[src/design/hsr_pkg.sv]
// Purpose : shared constants and types of the sensor register bank
// Assumes : one 25 MHz clock, synchronous active-high reset
// Notes   : byte-level frame port; bus framing lives outside the bank
package hsr_pkg;

    // ==================================================================
    // pointer values
    localparam logic [7:0]  PTR_TEMP    = 8'h00;
    localparam logic [7:0]  PTR_HUM     = 8'h01;
    localparam logic [7:0]  PTR_CFG     = 8'h02;
    localparam logic [7:0]  PTR_SN_HI   = 8'hFB;
    localparam logic [7:0]  PTR_SN_MID  = 8'hFC;
    localparam logic [7:0]  PTR_SN_LO   = 8'hFD;
    localparam logic [7:0]  PTR_RESET   = 8'h00;

    // ==================================================================
    // reset values and config field positions
    localparam logic [15:0] CFG_RESET    = 16'h1000;
    localparam logic [15:0] RESULT_RESET = 16'h0000;
    localparam int          CFG_RST_BIT  = 15;
    localparam int          CFG_HEAT_BIT = 13;
    localparam int          CFG_MODE_BIT = 12;
    localparam int          CFG_SUP_BIT  = 11;
    localparam int          CFG_TEMP_RESOLUTION_SEL_BIT = 10;
    localparam int          CFG_RH_RESOLUTION_SEL_LO  = 8;
    localparam logic [1:0]  RH_RESOLUTION_SEL_14      = 2'h0;
    localparam logic [1:0]  RH_RESOLUTION_SEL_11      = 2'h1;
    localparam int          CODE_W       = 14;

    // ==================================================================
    // conversion timing
    localparam int CLK_NS     = 40;
    localparam int CONV_14_NS = 8000;
    localparam int CONV_11_NS = 4000;
    localparam int CONV_8_NS  = 2000;
    localparam int CONV_14_CYC = (CONV_14_NS + CLK_NS - 1) / CLK_NS;
    localparam int CONV_11_CYC = (CONV_11_NS + CLK_NS - 1) / CLK_NS;
    localparam int CONV_8_CYC  = (CONV_8_NS + CLK_NS - 1) / CLK_NS;

    // ==================================================================
    // types
    typedef enum logic [3:0] {
        HSR_IDLE = 4'h1,
        HSR_PTR  = 4'h2,
        HSR_WR   = 4'h4,
        HSR_RD   = 4'h8
    } hsr_fst_e;

    typedef enum logic [2:0] {
        HSR_M_IDLE = 3'h1,
        HSR_M_TEMP = 3'h2,
        HSR_M_HUM  = 3'h4
    } hsr_mst_e;

    typedef struct packed {
        logic       start;
        logic       rnw;
        logic       wr_valid;
        logic [7:0] wr_byte;
        logic       rd_req;
        logic       stop;
    } hsr_link_s;

    typedef struct packed {
        logic       ack_valid;
        logic       ack;
        logic       rd_valid;
        logic [7:0] rd_byte;
    } hsr_resp_s;

    typedef struct packed {
        logic       heat;
        logic       mode;
        logic       temp_resolution_sel;
        logic [1:0] rh_resolution_sel;
    } hsr_cfg_s;

endpackage

[src/design/hsr_meas.sv]
// Purpose : measurement sequencer, paces conversions by resolution
// Assumes : codes from the converter are valid when a load pulse fires
// Notes   : a new start aborts and restarts any running conversion
`timescale 1ns/1ns
module hsr_meas (
    // clock and reset
    input  wire logic                        clk_i,
    input  wire logic                        rst_i,
    // control
    input  wire logic                        clr_i,
    input  wire logic                        start_i,
    input  wire logic                        hum_only_i,
    input  wire logic                        both_i,
    input  wire logic                        temp_resolution_sel_i,
    input  wire logic [1:0]                  rh_resolution_sel_i,
    // status
    output logic                             busy_o,
    output logic                             temp_ld_o,
    output logic                             rh_ld_o,
    output logic                             done_o
);
    typedef struct packed {
        hsr_pkg::hsr_mst_e st;
        logic [15:0]       cnt;
        logic              temp_ld;
        logic              rh_ld;
        logic              done;
    } hsr_meas_s;

    localparam logic [15:0] C14 = 16'(hsr_pkg::CONV_14_CYC);
    localparam logic [15:0] C11 = 16'(hsr_pkg::CONV_11_CYC);
    localparam logic [15:0] C8  = 16'(hsr_pkg::CONV_8_CYC);

    hsr_meas_s   s_r;
    hsr_meas_s   s_nxt;
    logic [15:0] tcyc;
    logic [15:0] hcyc;

    // ==================================================================
    // conversion time follows resolution; stored width never does
    assign tcyc = temp_resolution_sel_i ? C11 : C14;
    assign hcyc = (rh_resolution_sel_i == hsr_pkg::RH_RESOLUTION_SEL_14) ? C14 :
                  (rh_resolution_sel_i == hsr_pkg::RH_RESOLUTION_SEL_11) ? C11 : C8;

    always_comb begin
        s_nxt         = s_r;
        s_nxt.temp_ld = 1'b0;
        s_nxt.rh_ld   = 1'b0;
        s_nxt.done    = 1'b0;
        if (clr_i) begin
            s_nxt.st  = hsr_pkg::HSR_M_IDLE;
            s_nxt.cnt = 16'h0000;
        end else if (start_i) begin
            if (hum_only_i) begin
                s_nxt.st  = hsr_pkg::HSR_M_HUM;
                s_nxt.cnt = hcyc;
            end else begin
                s_nxt.st  = hsr_pkg::HSR_M_TEMP;
                s_nxt.cnt = tcyc;
            end
        end else begin
            unique case (s_r.st)
                hsr_pkg::HSR_M_IDLE: begin
                end
                hsr_pkg::HSR_M_TEMP: begin
                    if (s_r.cnt == 16'h0001) begin
                        s_nxt.temp_ld = 1'b1;
                        if (both_i) begin
                            s_nxt.st  = hsr_pkg::HSR_M_HUM;
                            s_nxt.cnt = hcyc;
                        end else begin
                            s_nxt.st   = hsr_pkg::HSR_M_IDLE;
                            s_nxt.done = 1'b1;
                        end
                    end else begin
                        s_nxt.cnt = s_r.cnt - 16'h0001;
                    end
                end
                hsr_pkg::HSR_M_HUM: begin
                    if (s_r.cnt == 16'h0001) begin
                        s_nxt.rh_ld = 1'b1;
                        s_nxt.done  = 1'b1;
                        s_nxt.st    = hsr_pkg::HSR_M_IDLE;
                    end else begin
                        s_nxt.cnt = s_r.cnt - 16'h0001;
                    end
                end
            endcase
        end
    end

    always_ff @(posedge clk_i) begin
        if (rst_i) begin
            s_r    <= '0;
            s_r.st <= hsr_pkg::HSR_M_IDLE;
        end else begin
            s_r <= s_nxt;
        end
    end

    assign busy_o    = (s_r.st != hsr_pkg::HSR_M_IDLE);
    assign temp_ld_o = s_r.temp_ld;
    assign rh_ld_o   = s_r.rh_ld;
    assign done_o    = s_r.done;
endmodule

[src/design/hsr_regbank.sv]
// Purpose : pointer-addressed register bank of a humidity sensor
// Assumes : the serial front end delivers whole bytes and frame marks
// Notes   : results always hold 14 bits, resolution only sets the time
//
// Operation
// - write frame's first byte loads pointer
// - pointer resets to temperature result
// - temperature result read-only, low bits zero
// - humidity result read-only, low bits zero
// - results always stored as 14 bits
// - reset values: config 1000, results zero
// - config bit 15 soft reset, self-clears
// - bit 12 sequences temperature then humidity
// - bit 11 reports low supply
// - read-only 40-bit unique part number
// - pointer FB returns number bits 39-24
// - pointer FC returns number bits 23-8
// - pointer FD returns low byte, rest zero
// - bit 10 selects temperature resolution
// - bits 9-8 select humidity resolution
// - pointer write 00 or 01 triggers measurement
// - nack data to read-only, unused pointers
`timescale 1ns/1ns
module hsr_regbank #(
    parameter logic [39:0] UNIQUE_PART_NUMBER = 40'h0123456789
) (
    // clock and reset
    input  wire logic                         clk_i,
    input  wire logic                         rst_i,
    // byte-level frame port
    input  wire hsr_pkg::hsr_link_s           link_i,
    output hsr_pkg::hsr_resp_s                resp_o,
    // converter and supply monitor
    input  wire logic [hsr_pkg::CODE_W-1:0]   temp_code_i,
    input  wire logic [hsr_pkg::CODE_W-1:0]   rh_code_i,
    input  wire logic                         supply_low_i,
    // status pins
    output logic                              conversion_done_n_o,
    output logic                              heater_en_o
);
    typedef struct packed {
        hsr_pkg::hsr_fst_e st;
        logic [7:0]        ptr;
        logic              hi;
        logic [7:0]        wbuf;
        hsr_pkg::hsr_cfg_s cfg;
        logic [15:0]       temp;
        logic [15:0]       rh;
        logic              drdy_n;
        logic [1:0]        sup_sync;
        logic              sup;
        hsr_pkg::hsr_resp_s resp;
        logic              trig;
        logic              clr;
    } hsr_bank_s;

    hsr_bank_s   s_r;
    hsr_bank_s   s_nxt;
    logic        busy;
    logic        temp_ld;
    logic        rh_ld;
    logic        done;
    logic [15:0] rword;
    logic [15:0] cfg_word;
    logic [15:0] wword;
    logic        ptr_known;
    logic        ptr_result;

    // ==================================================================
    // measurement sequencer
    hsr_meas u_meas (
        .clk_i      (clk_i),
        .rst_i      (rst_i),
        .clr_i      (s_r.clr),
        .start_i    (s_r.trig),
        .hum_only_i (s_r.ptr == hsr_pkg::PTR_HUM),
        .both_i     (s_r.cfg.mode),
        .temp_resolution_sel_i     (s_r.cfg.temp_resolution_sel),
        .rh_resolution_sel_i     (s_r.cfg.rh_resolution_sel),
        .busy_o     (busy),
        .temp_ld_o  (temp_ld),
        .rh_ld_o    (rh_ld),
        .done_o     (done)
    );

    // ==================================================================
    // read view; reset bit always reads back as zero once taken
    always_comb begin
        cfg_word = 16'h0000;
        cfg_word[hsr_pkg::CFG_HEAT_BIT] = s_r.cfg.heat;
        cfg_word[hsr_pkg::CFG_MODE_BIT] = s_r.cfg.mode;
        cfg_word[hsr_pkg::CFG_SUP_BIT]  = s_r.sup;
        cfg_word[hsr_pkg::CFG_TEMP_RESOLUTION_SEL_BIT] = s_r.cfg.temp_resolution_sel;
        cfg_word[hsr_pkg::CFG_RH_RESOLUTION_SEL_LO+:2] = s_r.cfg.rh_resolution_sel;
        unique case (s_r.ptr)
            hsr_pkg::PTR_TEMP:   rword = s_r.temp;
            hsr_pkg::PTR_HUM:    rword = s_r.rh;
            hsr_pkg::PTR_CFG:    rword = cfg_word;
            hsr_pkg::PTR_SN_HI:  rword = UNIQUE_PART_NUMBER[39:24];
            hsr_pkg::PTR_SN_MID: rword = UNIQUE_PART_NUMBER[23:8];
            hsr_pkg::PTR_SN_LO:  rword = {UNIQUE_PART_NUMBER[7:0],
                                          8'h00};
            default:             rword = 16'h0000;
        endcase
    end

    assign ptr_result = (s_r.ptr == hsr_pkg::PTR_TEMP) ||
                        (s_r.ptr == hsr_pkg::PTR_HUM);
    assign ptr_known  = (link_i.wr_byte <= hsr_pkg::PTR_CFG) ||
                        ((link_i.wr_byte >= hsr_pkg::PTR_SN_HI) &&
                         (link_i.wr_byte <= hsr_pkg::PTR_SN_LO));
    assign wword      = {s_r.wbuf, link_i.wr_byte};

    // ==================================================================
    // next state
    always_comb begin
        logic swr;
        swr                 = 1'b0;
        s_nxt               = s_r;
        s_nxt.resp          = '0;
        s_nxt.resp.rd_byte  = s_r.resp.rd_byte;
        s_nxt.trig          = 1'b0;
        s_nxt.clr           = 1'b0;
        // supply flag is asynchronous to this clock
        s_nxt.sup_sync      = {s_r.sup_sync[0], supply_low_i};
        s_nxt.sup           = s_r.sup_sync[1];
        if (temp_ld) begin
            s_nxt.temp = {temp_code_i, 2'b00};
        end
        if (rh_ld) begin
            s_nxt.rh = {rh_code_i, 2'b00};
        end
        if (link_i.stop) begin
            s_nxt.st = hsr_pkg::HSR_IDLE;
        end else if (link_i.start) begin
            s_nxt.hi = 1'b1;
            if (link_i.rnw) begin
                // reading an unfinished result is refused
                s_nxt.st             = hsr_pkg::HSR_RD;
                s_nxt.resp.ack_valid = 1'b1;
                s_nxt.resp.ack       = !(busy && ptr_result);
            end else begin
                s_nxt.st = hsr_pkg::HSR_PTR;
            end
        end else if (link_i.wr_valid && s_r.st == hsr_pkg::HSR_PTR) begin
            s_nxt.ptr            = link_i.wr_byte;
            s_nxt.resp.ack_valid = 1'b1;
            s_nxt.resp.ack       = ptr_known;
            s_nxt.st             = hsr_pkg::HSR_WR;
            if (link_i.wr_byte <= hsr_pkg::PTR_HUM) begin
                s_nxt.trig   = 1'b1;
                s_nxt.drdy_n = 1'b1;
            end
        end else if (link_i.wr_valid && s_r.st == hsr_pkg::HSR_WR) begin
            s_nxt.resp.ack_valid = 1'b1;
            s_nxt.resp.ack       = (s_r.ptr == hsr_pkg::PTR_CFG);
            if (s_r.ptr == hsr_pkg::PTR_CFG) begin
                s_nxt.hi = !s_r.hi;
                if (s_r.hi) begin
                    s_nxt.wbuf = link_i.wr_byte;
                end else if (wword[hsr_pkg::CFG_RST_BIT]) begin
                    swr = 1'b1;
                end else begin
                    s_nxt.cfg.heat = wword[hsr_pkg::CFG_HEAT_BIT];
                    s_nxt.cfg.mode = wword[hsr_pkg::CFG_MODE_BIT];
                    s_nxt.cfg.temp_resolution_sel = wword[hsr_pkg::CFG_TEMP_RESOLUTION_SEL_BIT];
                    s_nxt.cfg.rh_resolution_sel = wword[hsr_pkg::CFG_RH_RESOLUTION_SEL_LO+:2];
                end
            end
        end else if (link_i.rd_req && s_r.st == hsr_pkg::HSR_RD) begin
            s_nxt.resp.rd_valid = 1'b1;
            s_nxt.resp.rd_byte  = s_r.hi ? rword[15:8] : rword[7:0];
            s_nxt.hi            = !s_r.hi;
            if (!s_r.hi && ptr_result) begin
                s_nxt.drdy_n = 1'b1;
            end
        end
        // a finished conversion beats a same-cycle read release
        if (done) begin
            s_nxt.drdy_n = 1'b0;
        end
        if (swr) begin
            s_nxt.ptr    = hsr_pkg::PTR_RESET;
            s_nxt.cfg    = '0;
            s_nxt.cfg.mode = 1'b1;
            s_nxt.temp   = hsr_pkg::RESULT_RESET;
            s_nxt.rh     = hsr_pkg::RESULT_RESET;
            s_nxt.drdy_n = 1'b1;
            s_nxt.clr    = 1'b1;
            s_nxt.trig   = 1'b0;
        end
    end

    always_ff @(posedge clk_i) begin
        if (rst_i) begin
            s_r          <= '0;
            s_r.st       <= hsr_pkg::HSR_IDLE;
            s_r.ptr      <= hsr_pkg::PTR_RESET;
            s_r.cfg.mode <= 1'b1;
            s_r.temp     <= hsr_pkg::RESULT_RESET;
            s_r.rh       <= hsr_pkg::RESULT_RESET;
            s_r.drdy_n   <= 1'b1;
            s_r.hi       <= 1'b1;
        end else begin
            s_r <= s_nxt;
        end
    end

    assign resp_o              = s_r.resp;
    assign conversion_done_n_o = s_r.drdy_n;
    assign heater_en_o         = s_r.cfg.heat;
endmodule

[config.mk]
export PLATFORM = sky130hd
export DESIGN_NAME = hsr_regbank
export DESIGN_NICKNAME = d
export VERILOG_FILES = /design/src/design/hsr_pkg.sv /design/src/design/hsr_meas.sv /design/src/design/hsr_regbank.sv
export SDC_FILE = /design/constraint.sdc
export NUM_CORES = 1
export LEC_CHECK = 0
export BUFFER_PORTS_ARGS = -buffer_cell sky130_fd_sc_hd__buf_2
export CORE_MARGIN = 4
export CORE_UTILIZATION = 48
export CTS_BUF_LIST = sky130_fd_sc_hd__clkbuf_4
export DETAILED_ROUTE_END_ITERATION = 10
export PLACE_DENSITY_LB_ADDON = 0.1
export SLEW_MARGIN = 0
export SYNTH_ARGS = -nofsm -noshare
export SYNTH_HDL_FRONTEND = slang
export SYNTH_SLANG_ARGS = --single-unit
[constraint.sdc]
create_clock -name clk_i -period 2.55 [get_ports clk_i]
set_input_delay 0.1275 -clock clk_i [delete_from_list [all_inputs] [get_ports clk_i]]
set_output_delay 0.1275 -clock clk_i [all_outputs]
set_load 0.01 [all_outputs]
==> flow_results.org, run 1 <==
** CTS
- After clock tree synthesis, the setup repair step added 0 buffers.
- TritonCTS clock tree :: yes
- CTS placed an instance of clkbuf_4 at the clock tree root.
- The clock tree synthesis step divided the H-tree into 3 levels.
- Clock latency of the later-clocked register in the worst-skew pair :: 430 ps
- The tree built by TritonCTS fans out to around 90 sinks.
- Clock tree buffer depth :: 2
- Total clock buffers created by CTS :: 9
- Clock slew at the register clock pins of the worst setup and hold paths :: 140 ps

** Yosys
- Counting flops with a built-in enable in the synthesized netlist gives 0.
- The synthesized netlist devotes less than 1% of its cell area to XOR and XNOR gates.
- Dominant cell type by area after synthesis :: dfxtp_1
- Multiplexer cells account for roughly an eighth of the synthesized area.
- Synth Cell Area :: around 4400 µm²
- After synthesis, the largest family of logic cells by area is simple AND/OR/NAND/NOR gates.
- The share of the Yosys chip area taken by registers is approximately two fifths.
- Counting flops and latches in the post-synthesis netlist gives between 90 and 100.
- Most area-consuming cells after synthesis :: dfxtp_1 41%, mux2i_1 12%, nor2_1 5.3%, a21oi_1 4.0%, buf_4 2.7%
- In the synthesized netlist, the number of instances is ~500.
- Count leader, synth :: dfxtp_1
- Averaged over all synthesized cells, the footprint is approximately 8.9 µm².
- The number of nets in the synthesized netlist is 543.
- Counting distinct cell types in the post-synthesis netlist gives 68.
- Area share of and/or/nand/nor cells after synthesis :: 23.0%
- Synth Area in Adders :: less than 1%
- Post-synthesis compound-gate area fraction :: 16.2%
- Most common library cells after synthesis :: 91 x dfxtp_1, 62 x nor2_1, 52 x mux2i_1, 35 x a21oi_1, 29 x nand2_1
- Fraction of registers with async set or reset after synthesis :: 0%
- Summed over its instances, the top area cell type makes up around 41% of the synthesized netlist area.
- Yosys printed 0 warnings.
- Commonest register cell after synthesis :: dfxtp_1

** Flow run
- The tool flagged a number of max-cap violations equal to 0.

** Power
- The analysis attributes to cell leakage a power of around 2.1 nW.
- Peak ir drop on the vdd network :: 0.233 mV
- P per Cell Area :: just under 500 nW/µm²

** Setup path
- STA classifies the critical path startpoint as a flip-flop.
- CP Data Arrival Time :: between 2000 and 3000 ps
- Critical path type :: flip-flop to flip-flop
- Of all nets on the critical path, the largest fanout is 7.
- Reg-to-reg critical path startpoint :: u_meas.s_r[5]
- Data required time of the critical path :: 2920 ps
- Kind of end point of the critical path :: flip-flop
- Crit. Startpoint :: u_meas.s_r[5]

** Global routing
- GRT Total Usage :: a little over a fifth
- Fraction of met2 tracks used by global routing :: 36.9%
- met2 is the most crowded layer.
- For this run, global-route usage on met3 was measured as ~3.2%.
- Met1 routing resource usage after global routing :: between 20 and 30%
- The number of antenna violations at the first check in global routing was 0.
- Overflow after GRT :: 0
- The first global-routing pass estimated between 15 and 20 mm of wire.
- Maximum number of pins on one net before global-route repair :: 39
- Vias in the first global route :: between 4000 and 5000

** Floorplan
- For this configuration, the core starts out at a cell density of 49.9%.
- The core region is ~9000 µm².
- Die extent in y :: 104 µm
- The floorplan has 34 rows.
- Die Area :: 10800 µm²
- I/O pins :: 57
- Die outline width :: 104 µm

** Placement
- At the end of routability-driven placement, the weighted congestion stood at slightly above 0.9.
- Hpwl dp :: between 8 and 9 mm
- The count of buffers added on input and output ports is 56.

** Cells and area
- The repair_antennas step left the layout with diodes totalling 0.
- The final layout contains between 600 and 700 nets.
- Layout cell share with drive strength beyond 1 :: around 18%
- The area growth from synthesis to layout is 20.7%.

** Drt
- Count of vias placed by the detailed router :: ~4000
- WL final :: 11.5 mm
- Detailed-route vias per instance :: roughly 5.7
- Before antenna repair, the detailed router went through 5 iterations.
- In this run the remaining antenna-violating nets after routing total 0.
- Final routed wire length divided by cell count :: approximately 17 µm
- DRC Markers :: 0
- After the first detailed-routing iteration, the DRC count stood at 186.

** Timing
- The count of final max-slew check failures is 0.
- Normalized max-slew margin :: 41.3%
- Counting I/O delays and the setup requirement, the final critical path takes about 2300 ps.
- Derived from the worst setup path, the maximum achievable clock frequency is around 440 MHz.
- The worst path uses between 80% and 90% of the clock period.
- Across all hold checks on the routed design, the worst slack comes to roughly 30 ps.
- For the pin with the worst max-slew slack, the measured transition is 879 ps.
- The number of failing hold endpoints at the final stage was 0.
- Total negative slack for setup checks :: 0 ps
- Across the routed clock network, the largest skew measured is ~15 ps.
- Setup violations remaining at the end of the flow were counted as 0.
- Setup repair after global routing missed its margin :: no

** Min path
- In this run the most critical hold path is launched from link_i[3].
- In this run the worst hold path is classified as primary input to flip-flop.

** Outcome
- Run status :: completed
## timing repair
item / 4_1_cts / 5_1_grt
hold buffers: 38 / 0
hold endpoints to repair: 42 / 0
gates resized for setup: 0 / 1
endpoints found under the setup margin: 0 / 3
## cell families (layout without fill, tap and decap cells)
group	Yosys count	in the layout
xor+xnor	5	5
buf+inv	44	134
simple gates	191	191
flops	91	91
mux	55	55
fa+ha+maj	2	2
compound gates	109	109
## placed cells by master (no fill, tap or decap), drive strengths merged, types with 9 or more instances in the layout
cell type / n
nand3: 11
a21oi: 35
nor2b: 9
o21ai: 19
mux2i: 52
nor3: 17
clkbuf: 11
inv: 10
nand2: 29
buf: 70
dlygate4sd3: 38
nor2: 62
dfxtp: 91
## worst max-delay path, cell delays in order, from the launching register on
cell	delay [ps]
dfxtp_1	430
or4_4	590
nor4_1	460
nand2b_1	110
or4_1	490
a21oi_1	130
## flip-flops by register name (all words and copies together) (netlist names)
| signal | flops |
|---|---|
| s_r | 49 |
| u_meas.s_r | 19 |
| heater_en_o | 1 |
| u_meas.done_o | 1 |
| s_nxt | 2 |
| u_meas.rh_ld_o | 1 |
| resp_o | 11 |
| cfg_word | 5 |
| u_meas.temp_ld_o | 1 |
| conversion_done_n_o | 1 |
## per-layer routing
layer	share of wire [%]	vias up	wire length, µm
li1	-	1978	-
met1	46	1893	5270
met2	49	90	5630
met3	3.2	21	374
met4	2.0	0	229
met5	0	-	0
## path summary, 6_finish.rpt
kind              cells past startpoint             endpoint  slack [ps]
setup / recovery                      5       u_meas.s_r[12]         290
hold / removal                        3              s_r[64]          30
setup reg to reg                      5       u_meas.s_r[12]         290
hold reg to reg                       1  conversion_done_n_o         440
## through the flow
stage,area (µm²),worst slack (ps),util (%),total power [mW],std cells
floorplan,4420,499,-,1.50,497
global placement,4760,364,53.8,1.56,641
detailed placement,4760,263,53.8,1.56,641
CTS,5320,236,60.2,2.58,695
global route,5330,142,60.2,2.66,695
finish,5330,291,60.2,2.56,695
## layout make-up
type	count	area [µm²]
repair buffers	108	778
flip-flops and latches	91	1820
well taps	108	135
clock buffers	11	82.6
fillers	791	3520
multi-input cells	362	2370
clock inverters	5	101
inverters	10	37.5
## where the power goes
part	total, mW	switching, mW	internal (mW)
Combinational	0.143	0.0642	0.0792
Clock	0.989	0.473	0.516
Sequential	1.43	0.00341	1.43
Total	2.56	0.541	2.02
Power figures use the tool's default switching activity.
==> run 2: changes to the inputs <==
==> constraint.sdc (replaced) <==
create_clock -name clk_i -period 2.55 [get_ports clk_i]
set_input_delay 0.51 -clock clk_i [delete_from_list [all_inputs] [get_ports clk_i]]
set_output_delay 0.51 -clock clk_i [all_outputs]
set_load 0.01 [all_outputs]
==> flow_results.org, run 2 (synthesis results as in run 1) <==
** Cells and area
- The antenna diode count was 0 (unchanged).
- The share of cells above drive strength 1 was 19.5% (+1.4 points).
- The final cell count without fillers is 658 (-5.3%).
- Max reg flops :: 49 (unchanged)
- Leaving out fill and tap cells, the most frequent cell in the layout is dfxtp_1.
- FILL cells :: 864 (+9.2%)
- Commonest cells after routing, fill and taps aside :: 91 x dfxtp_1, 62 x nor2_1, 56 x buf_2
- Layout-stage area growth over the synthesis result :: 11.3%
- # nets final :: 591 (-5.9%)
- Counting flops per register, the top entry is s_r.

** Timing
- The normalized max-slew margin was 40.5% (-0.82 points).
- The number of setup violations in the final report came to 0 (unchanged).
- Total negative slack for setup checks :: 0 ps (unchanged)
- Setup repair after global routing left no endpoint under its margin.
- The count of final max-slew check failures came to 0 (unchanged).
- Worst clock skew :: 16.4 ps (+1.05 ps)
- The shortest period the worst path allows was 2320 ps (+64.3 ps).
- Peak Freq :: 430 MHz (-2.8%)
- Transition time at the pin with the least slew margin :: 891 ps (+12.3 ps)
- The number of failing hold endpoints at the final stage came to 0 (unchanged).
- The share of the clock period used by the worst path after layout was 91.1% (+2.5 points).

** Global routing
- The largest net degree at the start of global routing came to 39 (unchanged).
- Overflow after GRT :: 0 (unchanged)
- The via count of the first global-routing pass was 3670 (-8.8%).
- The overall global routing resource usage came to 20.7% (-0.88 points).
- Global-route wire length before repair :: 18.4 mm (-4.6%)
- Number of antenna violations at the first check in global routing :: 0 (unchanged)

** Outcome
- The flow ran to the end, and the final reports show no timing, DRC or antenna violations.

** CTS
- The maximum buffer depth of the clock tree came to 2 (unchanged).
- Total clock buffers created by CTS :: 9 (unchanged)
- Root cell of the clock tree :: clkbuf_4
- The clock transition time at the flip-flop clock pins of the worst setup and hold paths came to 150 ps (about the same).
- The post-CTS resize count was 0 (unchanged).
- H-tree levels :: 3 (unchanged)
- CTS Hold Bufs :: 0 (-100%)
- TritonCTS built the clock tree.
- The total setup buffers inserted after CTS was 0 (unchanged).
- The later-pin clock latency in the skew report came to 440 ps (about the same).
- Number of sinks handled by clock tree synthesis :: 91 (unchanged)

** Power
- P per Cell Area :: 484 nW/µm² (+0.58%)
- The largest voltage drop on the vdd net came to 0.342 mV (+46%).
- The leakage power total was 1.94 nW (-8.0%).

** Setup path
- The depth of the worst register-to-register path was 8 (+3).
- CP max FO :: 6 (-1)
- CP Data Arrival Time :: 2660 ps (+30 ps)
- The worst setup path is launched from a flip-flop.
- Data required time of the critical path :: 2880 ps (-40 ps)
- The setup slack on the worst flop-to-flop path came to 230 ps (-60 ps).
- In this run the critical register-to-register path is captured at u_meas.s_r[9].
- The worst setup path is captured at a flip-flop.
- By startpoint and endpoint, the worst setup path is classified as flip-flop to flip-flop.
- The startpoint identified for the worst register-to-register timing path is u_meas.s_r[4].

** Drt
- DRC Markers :: 0 (unchanged)
- The detailed-router iteration count before antenna repair came to 4 (-1).
- The number of vias per cell after detailed routing is 5.81 (+1.4%).
- The violation count after the first detailed-route iteration was 171 (-8.1%).
- The via total after detailed routing was 3821 (-4.0%).
- The total routed wirelength was 11.1 mm (-3.6%).
- The routed length per instance came to 16.9 µm (+1.9%).
- The count of nets left with antenna violations after detail routing is 0 (unchanged).

** Floorplan
- Site row count :: 34 (unchanged)
- Area of the placeable core :: 8850 µm² (unchanged)
- I/O pins :: 57 (unchanged)
- The initial core utilization is 49.9% (unchanged).
- Die outline width :: 104 µm (unchanged)
- The floorplan die area came to 10800 µm² (unchanged).
- Die extent in y :: 104 µm (unchanged)

** Min path
- The worst hold path begins at supply_low_i.
- The path class of the tightest hold or removal check is primary input to flip-flop.
- The number of cells traversed by the worst hold path was 2 (-1).
- Hold endpoint :: s_nxt[15]

** Placement
- The number of port buffers came to 56 (unchanged).
- The global placer's final weighted congestion was 0.870 (-4.9%).
- Hpwl dp :: 8.29 mm (-0.51%)
- Instance count after placement with tap cells included :: 642 (+0.16%)

** Flow run
- Max-cap violations :: 0 (unchanged)
run 2: stage by stage:
stage	util (%)	power, mW	hold WS, ps	cell area [µm²]	setup WS, ps
after floorplan	-	1.50	398	4420	499
after global placement	53.9	1.56	411	4770	368
after detailed placement	53.9	1.56	411	4770	262
after CTS	55.5	2.39	267	4910	220
after global routing	55.5	2.46	245	4910	10.4
final	55.5	2.38	280	4910	227
run 2: power by group:
part | internal, mW | total, mW | switching, mW | leakage, nW
clock | 0.315 | 0.845 | 0.530 | 0.0792
sequential | 1.43 | 1.43 | 0.00325 | 0.734
combinational | 0.0434 | 0.101 | 0.0572 | 1.13
run 2: cell type report:
class                   count  area [µm²]  area share, %
well taps                 108         135           2.75
inverters                  10        37.5          0.764
multi-input cells         362        2370           48.2
repair buffers             71         405           8.25
flip-flops and latches     91        1820           37.1
clock buffers               9        67.6           1.37
clock inverters             7        80.1           1.63
run 2: worst max-delay path, stage by stage (launching register included):
cell and delay [ps]:
dfxtp_1 370, inv_1 150, ha_1 170, nor4b_1 320, nand4_1 230, buf_4 220
o32ai_1 430, a31oi_1 80, o221a_2 260
run 2: routing by layer:
metal  wire length (µm)  track usage [%]  up-vias
met2               5410             34.2       92
met1               5080             27.3     1809
li1                   -                -     1911
met4                108             4.84        0
met5                  0                0        -
met3                496             5.03        9
run 2: worst max-delay path by stage:
stage | startpoint | end | slack, ps | cells past startpoint
floorplan | u_meas.s_r[4] | u_meas.s_r[16] | 500 | 8
global placement | u_meas.s_r[4] | u_meas.s_r[9] | 370 | 8
finish | u_meas.s_r[4] | u_meas.s_r[9] | 230 | 8
detailed placement | u_meas.s_r[4] | u_meas.s_r[9] | 260 | 8
global route | u_meas.s_r[4] | u_meas.s_r[9] | 10 | 8
CTS | u_meas.s_r[4] | u_meas.s_r[9] | 220 | 8
==> run 3: changes to the inputs <==
--- a/config.mk
+++ b/config.mk
@@ -10,7 +10,8 @@
 export CORE_UTILIZATION = 48
 export CTS_BUF_LIST = sky130_fd_sc_hd__clkbuf_4
 export DETAILED_ROUTE_END_ITERATION = 10
-export PLACE_DENSITY_LB_ADDON = 0.1
+export PLACE_DENSITY_LB_ADDON = 0.2
+export SKIP_CTS_REPAIR_TIMING = 1
 export SLEW_MARGIN = 0
 export SYNTH_ARGS = -nofsm -noshare
 export SYNTH_HDL_FRONTEND = slang
==> flow_results.org, run 3 (synthesis results as in run 1) <==
** Placement
- Hpwl dp :: 8.00 mm (-3.6%)
- The global placer's final weighted congestion is 0.879 (+1.1%).
- The number of port buffers is 56 (unchanged).
- Standard cell area after detailed placement :: 4750 µm² (-0.31%)

** Global routing
- The number of antenna violations at the first check in global routing was 0 (unchanged).
- Overflow after GRT :: 0 (unchanged)
- GRT Total Usage :: 19.8% (-0.84 points)
- Global-route wire length before repair :: 17.8 mm (-3.1%)
- The via count of the first global-routing pass came to 3631 (-1.1%).
- The largest net degree at the start of global routing came to 39 (unchanged).

** Power
- Clock group share of total power :: 36.9% (+1.3 points)
- The relative contribution of combinational cells to total power came to 4.1% (about the same).
- The switching share of power came to 23.1% (-1.8 points).
- The cell area power density is 492 nW/µm² (+1.8%).
- The share of power burned in registers was 59.0% (-1.2 points).
- The leakage power total came to 1.94 nW (about the same).
- The cell-internal power is 1.86 mW (+4.4%).
- Net Switching :: 0.559 mW (-5.3%)
- Peak ir drop on the vdd network :: 0.276 mV (-19%)

** Cells and area
- Leaving out fill and tap cells, the most frequent cells in the layout are 91 x dfxtp_1, 62 x nor2_1, 56 x buf_2.
- Layout-stage area growth over the synthesis result :: 11.5%
- The flip-flop count of the largest register, all copies and words added was 49 (unchanged).
- s_r holds more flip-flops than any other register.
- The total non-filler cell area in the finished layout is 4920 µm² (+0.18%).
- # nets final :: 591 (unchanged)
- The antenna diode count came to 0 (unchanged).
- Most common library cell in the layout ignoring fill and taps :: dfxtp_1
- The share of cells above drive strength 1 is 19.1% (-0.33 points).

** Min path
- Worst min-delay path category :: primary input to flip-flop

** Outcome
- The flow ran to the end, and the final reports show no timing, DRC or antenna violations.

** Setup path
- Endpoint of the worst setup timing path :: u_meas.s_r[9]
- The data required time at the worst endpoint was 2890 ps (about the same).
- Category of the worst setup path launch point :: flip-flop
- The worst setup path is of the flip-flop to flip-flop kind.
- The depth of the worst register-to-register path was 9 (+1).
- Crit. Startpoint :: u_meas.s_r[4]
- Kind of end point of the critical path :: flip-flop
- Setup slack, reg-to-reg :: 220 ps (about the same)
- Endpoint of the worst register-to-register path :: u_meas.s_r[9]
- Reg-to-reg critical path startpoint :: u_meas.s_r[4]
- CP max FO :: 17 (+11)
- The arrival time at the worst endpoint came to 2670 ps (about the same).

** Timing
- The total negative slack for setup checks came to 0 ps (unchanged).
- Transition time at the pin with the least slew margin :: 924 ps (+32.6 ps)
- Peak Freq :: 429 MHz (-0.25%)
- Final-report max-slew violation count :: 0 (unchanged)
- Final setup violation count :: 0 (unchanged)
- The shortest period the worst path allows came to 2330 ps (+5.92 ps).
- Final Cycle Share :: 91.3% (+0.23 points)
- Setup repair after global routing left no endpoint under its margin.
- Endpoints failing hold :: 0 (unchanged)
- The normalized max-slew margin is 38.3% (-2.2 points).
- The worst clock skew is 17.0 ps (+0.603 ps).

** Drt
- Number of design-rule violations left by the first detailed-router iteration :: 164 (-4.1%)
- The number of vias per cell after detailed routing was 5.75 (-0.95%).
- Final routed wire length divided by cell count :: 16.2 µm (-3.7%)
- The count of nets left with antenna violations after detail routing came to 0 (unchanged).
- The total DRC errors in the routed layout came to 0 (unchanged).
- Count of vias placed by the detailed router :: 3779 (-1.1%)
- The detailed-router iteration count before antenna repair was 5 (+1).
- The total routed wirelength was 10.7 mm (-3.9%).

** CTS
- Root cell of the clock tree :: clkbuf_4
- TritonCTS clock tree :: yes
- Clock slew at the register clock pins of the worst setup and hold paths :: 150 ps (about the same)
- H-tree levels :: 3 (unchanged)
- Clock tree buffer depth :: 2 (unchanged)
- The clock sink count was 91 (unchanged).
- The number of buffers created by CTS came to 9 (unchanged).
- Clock latency of the later-clocked register in the worst-skew pair :: 440 ps (about the same)

** Floorplan
- I/O pins :: 57 (unchanged)
- The initial core utilization is 49.9% (unchanged).
- The floorplan die area was 10800 µm² (unchanged).
- Area of the placeable core :: 8850 µm² (unchanged)
- Die extent in y :: 104 µm (unchanged)
- Die outline width :: 104 µm (unchanged)
- Site row count :: 34 (unchanged)

** Flow run
- Max-cap violations :: 0 (unchanged)
## run 3: cell types whose count changed in the layout (fill, tap and decap cells not counted)
cell / before / now
inv_6: 3 / 1
bufinv_16: 1 / 2
clkinv_1: 0 / 1
clkinv_2: 1 / 0
clkinv_4: 0 / 1
inv_8: 1 / 0
## run 3: worst min path at each step
stage                   start                   to  slack [ps]  depth (start not counted)
6_report       temp_code_i[6]              s_r[41]         280                          3
5_1_grt          rh_code_i[0]              s_r[19]         270                          3
4_1_cts        temp_code_i[5]              s_r[40]         270                          3
3_5_place_dp    u_meas.done_o  conversion_done_n_o         410                          1
3_3_place_gp    u_meas.done_o  conversion_done_n_o         400                          1
2_1_floorplan   u_meas.done_o  conversion_done_n_o         400                          1
## run 3: layer usage
metal	part of all wire [%]	global-route usage [%]
met1	47	27.0
met2	46	31.7
met3	5.5	4.03
met4	1.7	6.17
met5	0	0
## run 3: area by class of cell
type	count	area, µm²
clock inverter	6	88.8
clock buffer	9	67.6
timing repair buffer	71	405
fill	803	3930
tap	108	135
multi-input combinational	362	2370
sequential	91	1820
inverter	10	37.5
## run 3: through the flow
step	setup slack [ps]	utilization [%]	instances	total power, mW	hold WS, ps
final	221	55.6	657	2.42	284
after global routing	35.7	55.6	657	2.51	272
after global placement	224	53.7	640	1.56	403
after detailed placement	137	53.7	640	1.56	408
after floorplan	499	-	497	1.50	398
after CTS	129	55.5	655	2.44	268
## run 3: power groups by stage
| stage | sequential [mW] | clock (mW) | combinational [mW] |
|---|---|---|---|
| global route | 1.43 | 0.971 | 0.110 |
| finish | 1.43 | 0.895 | 0.0998 |
| global placement | 1.46 | 0 | 0.0986 |
| CTS | 1.43 | 0.910 | 0.100 |
| floorplan | 1.46 | 0 | 0.0438 |
| detailed placement | 1.46 | 0 | 0.0999 |
## run 3: critical path: stages, from the launching register on
cell	delay (ps)
dfxtp_1	370
inv_1	130
ha_1	150
nor4b_1	370
nand4_1	150
buf_4	190
a211oi_2	280
buf_4	270
a21oi_1	60
o221a_2	270
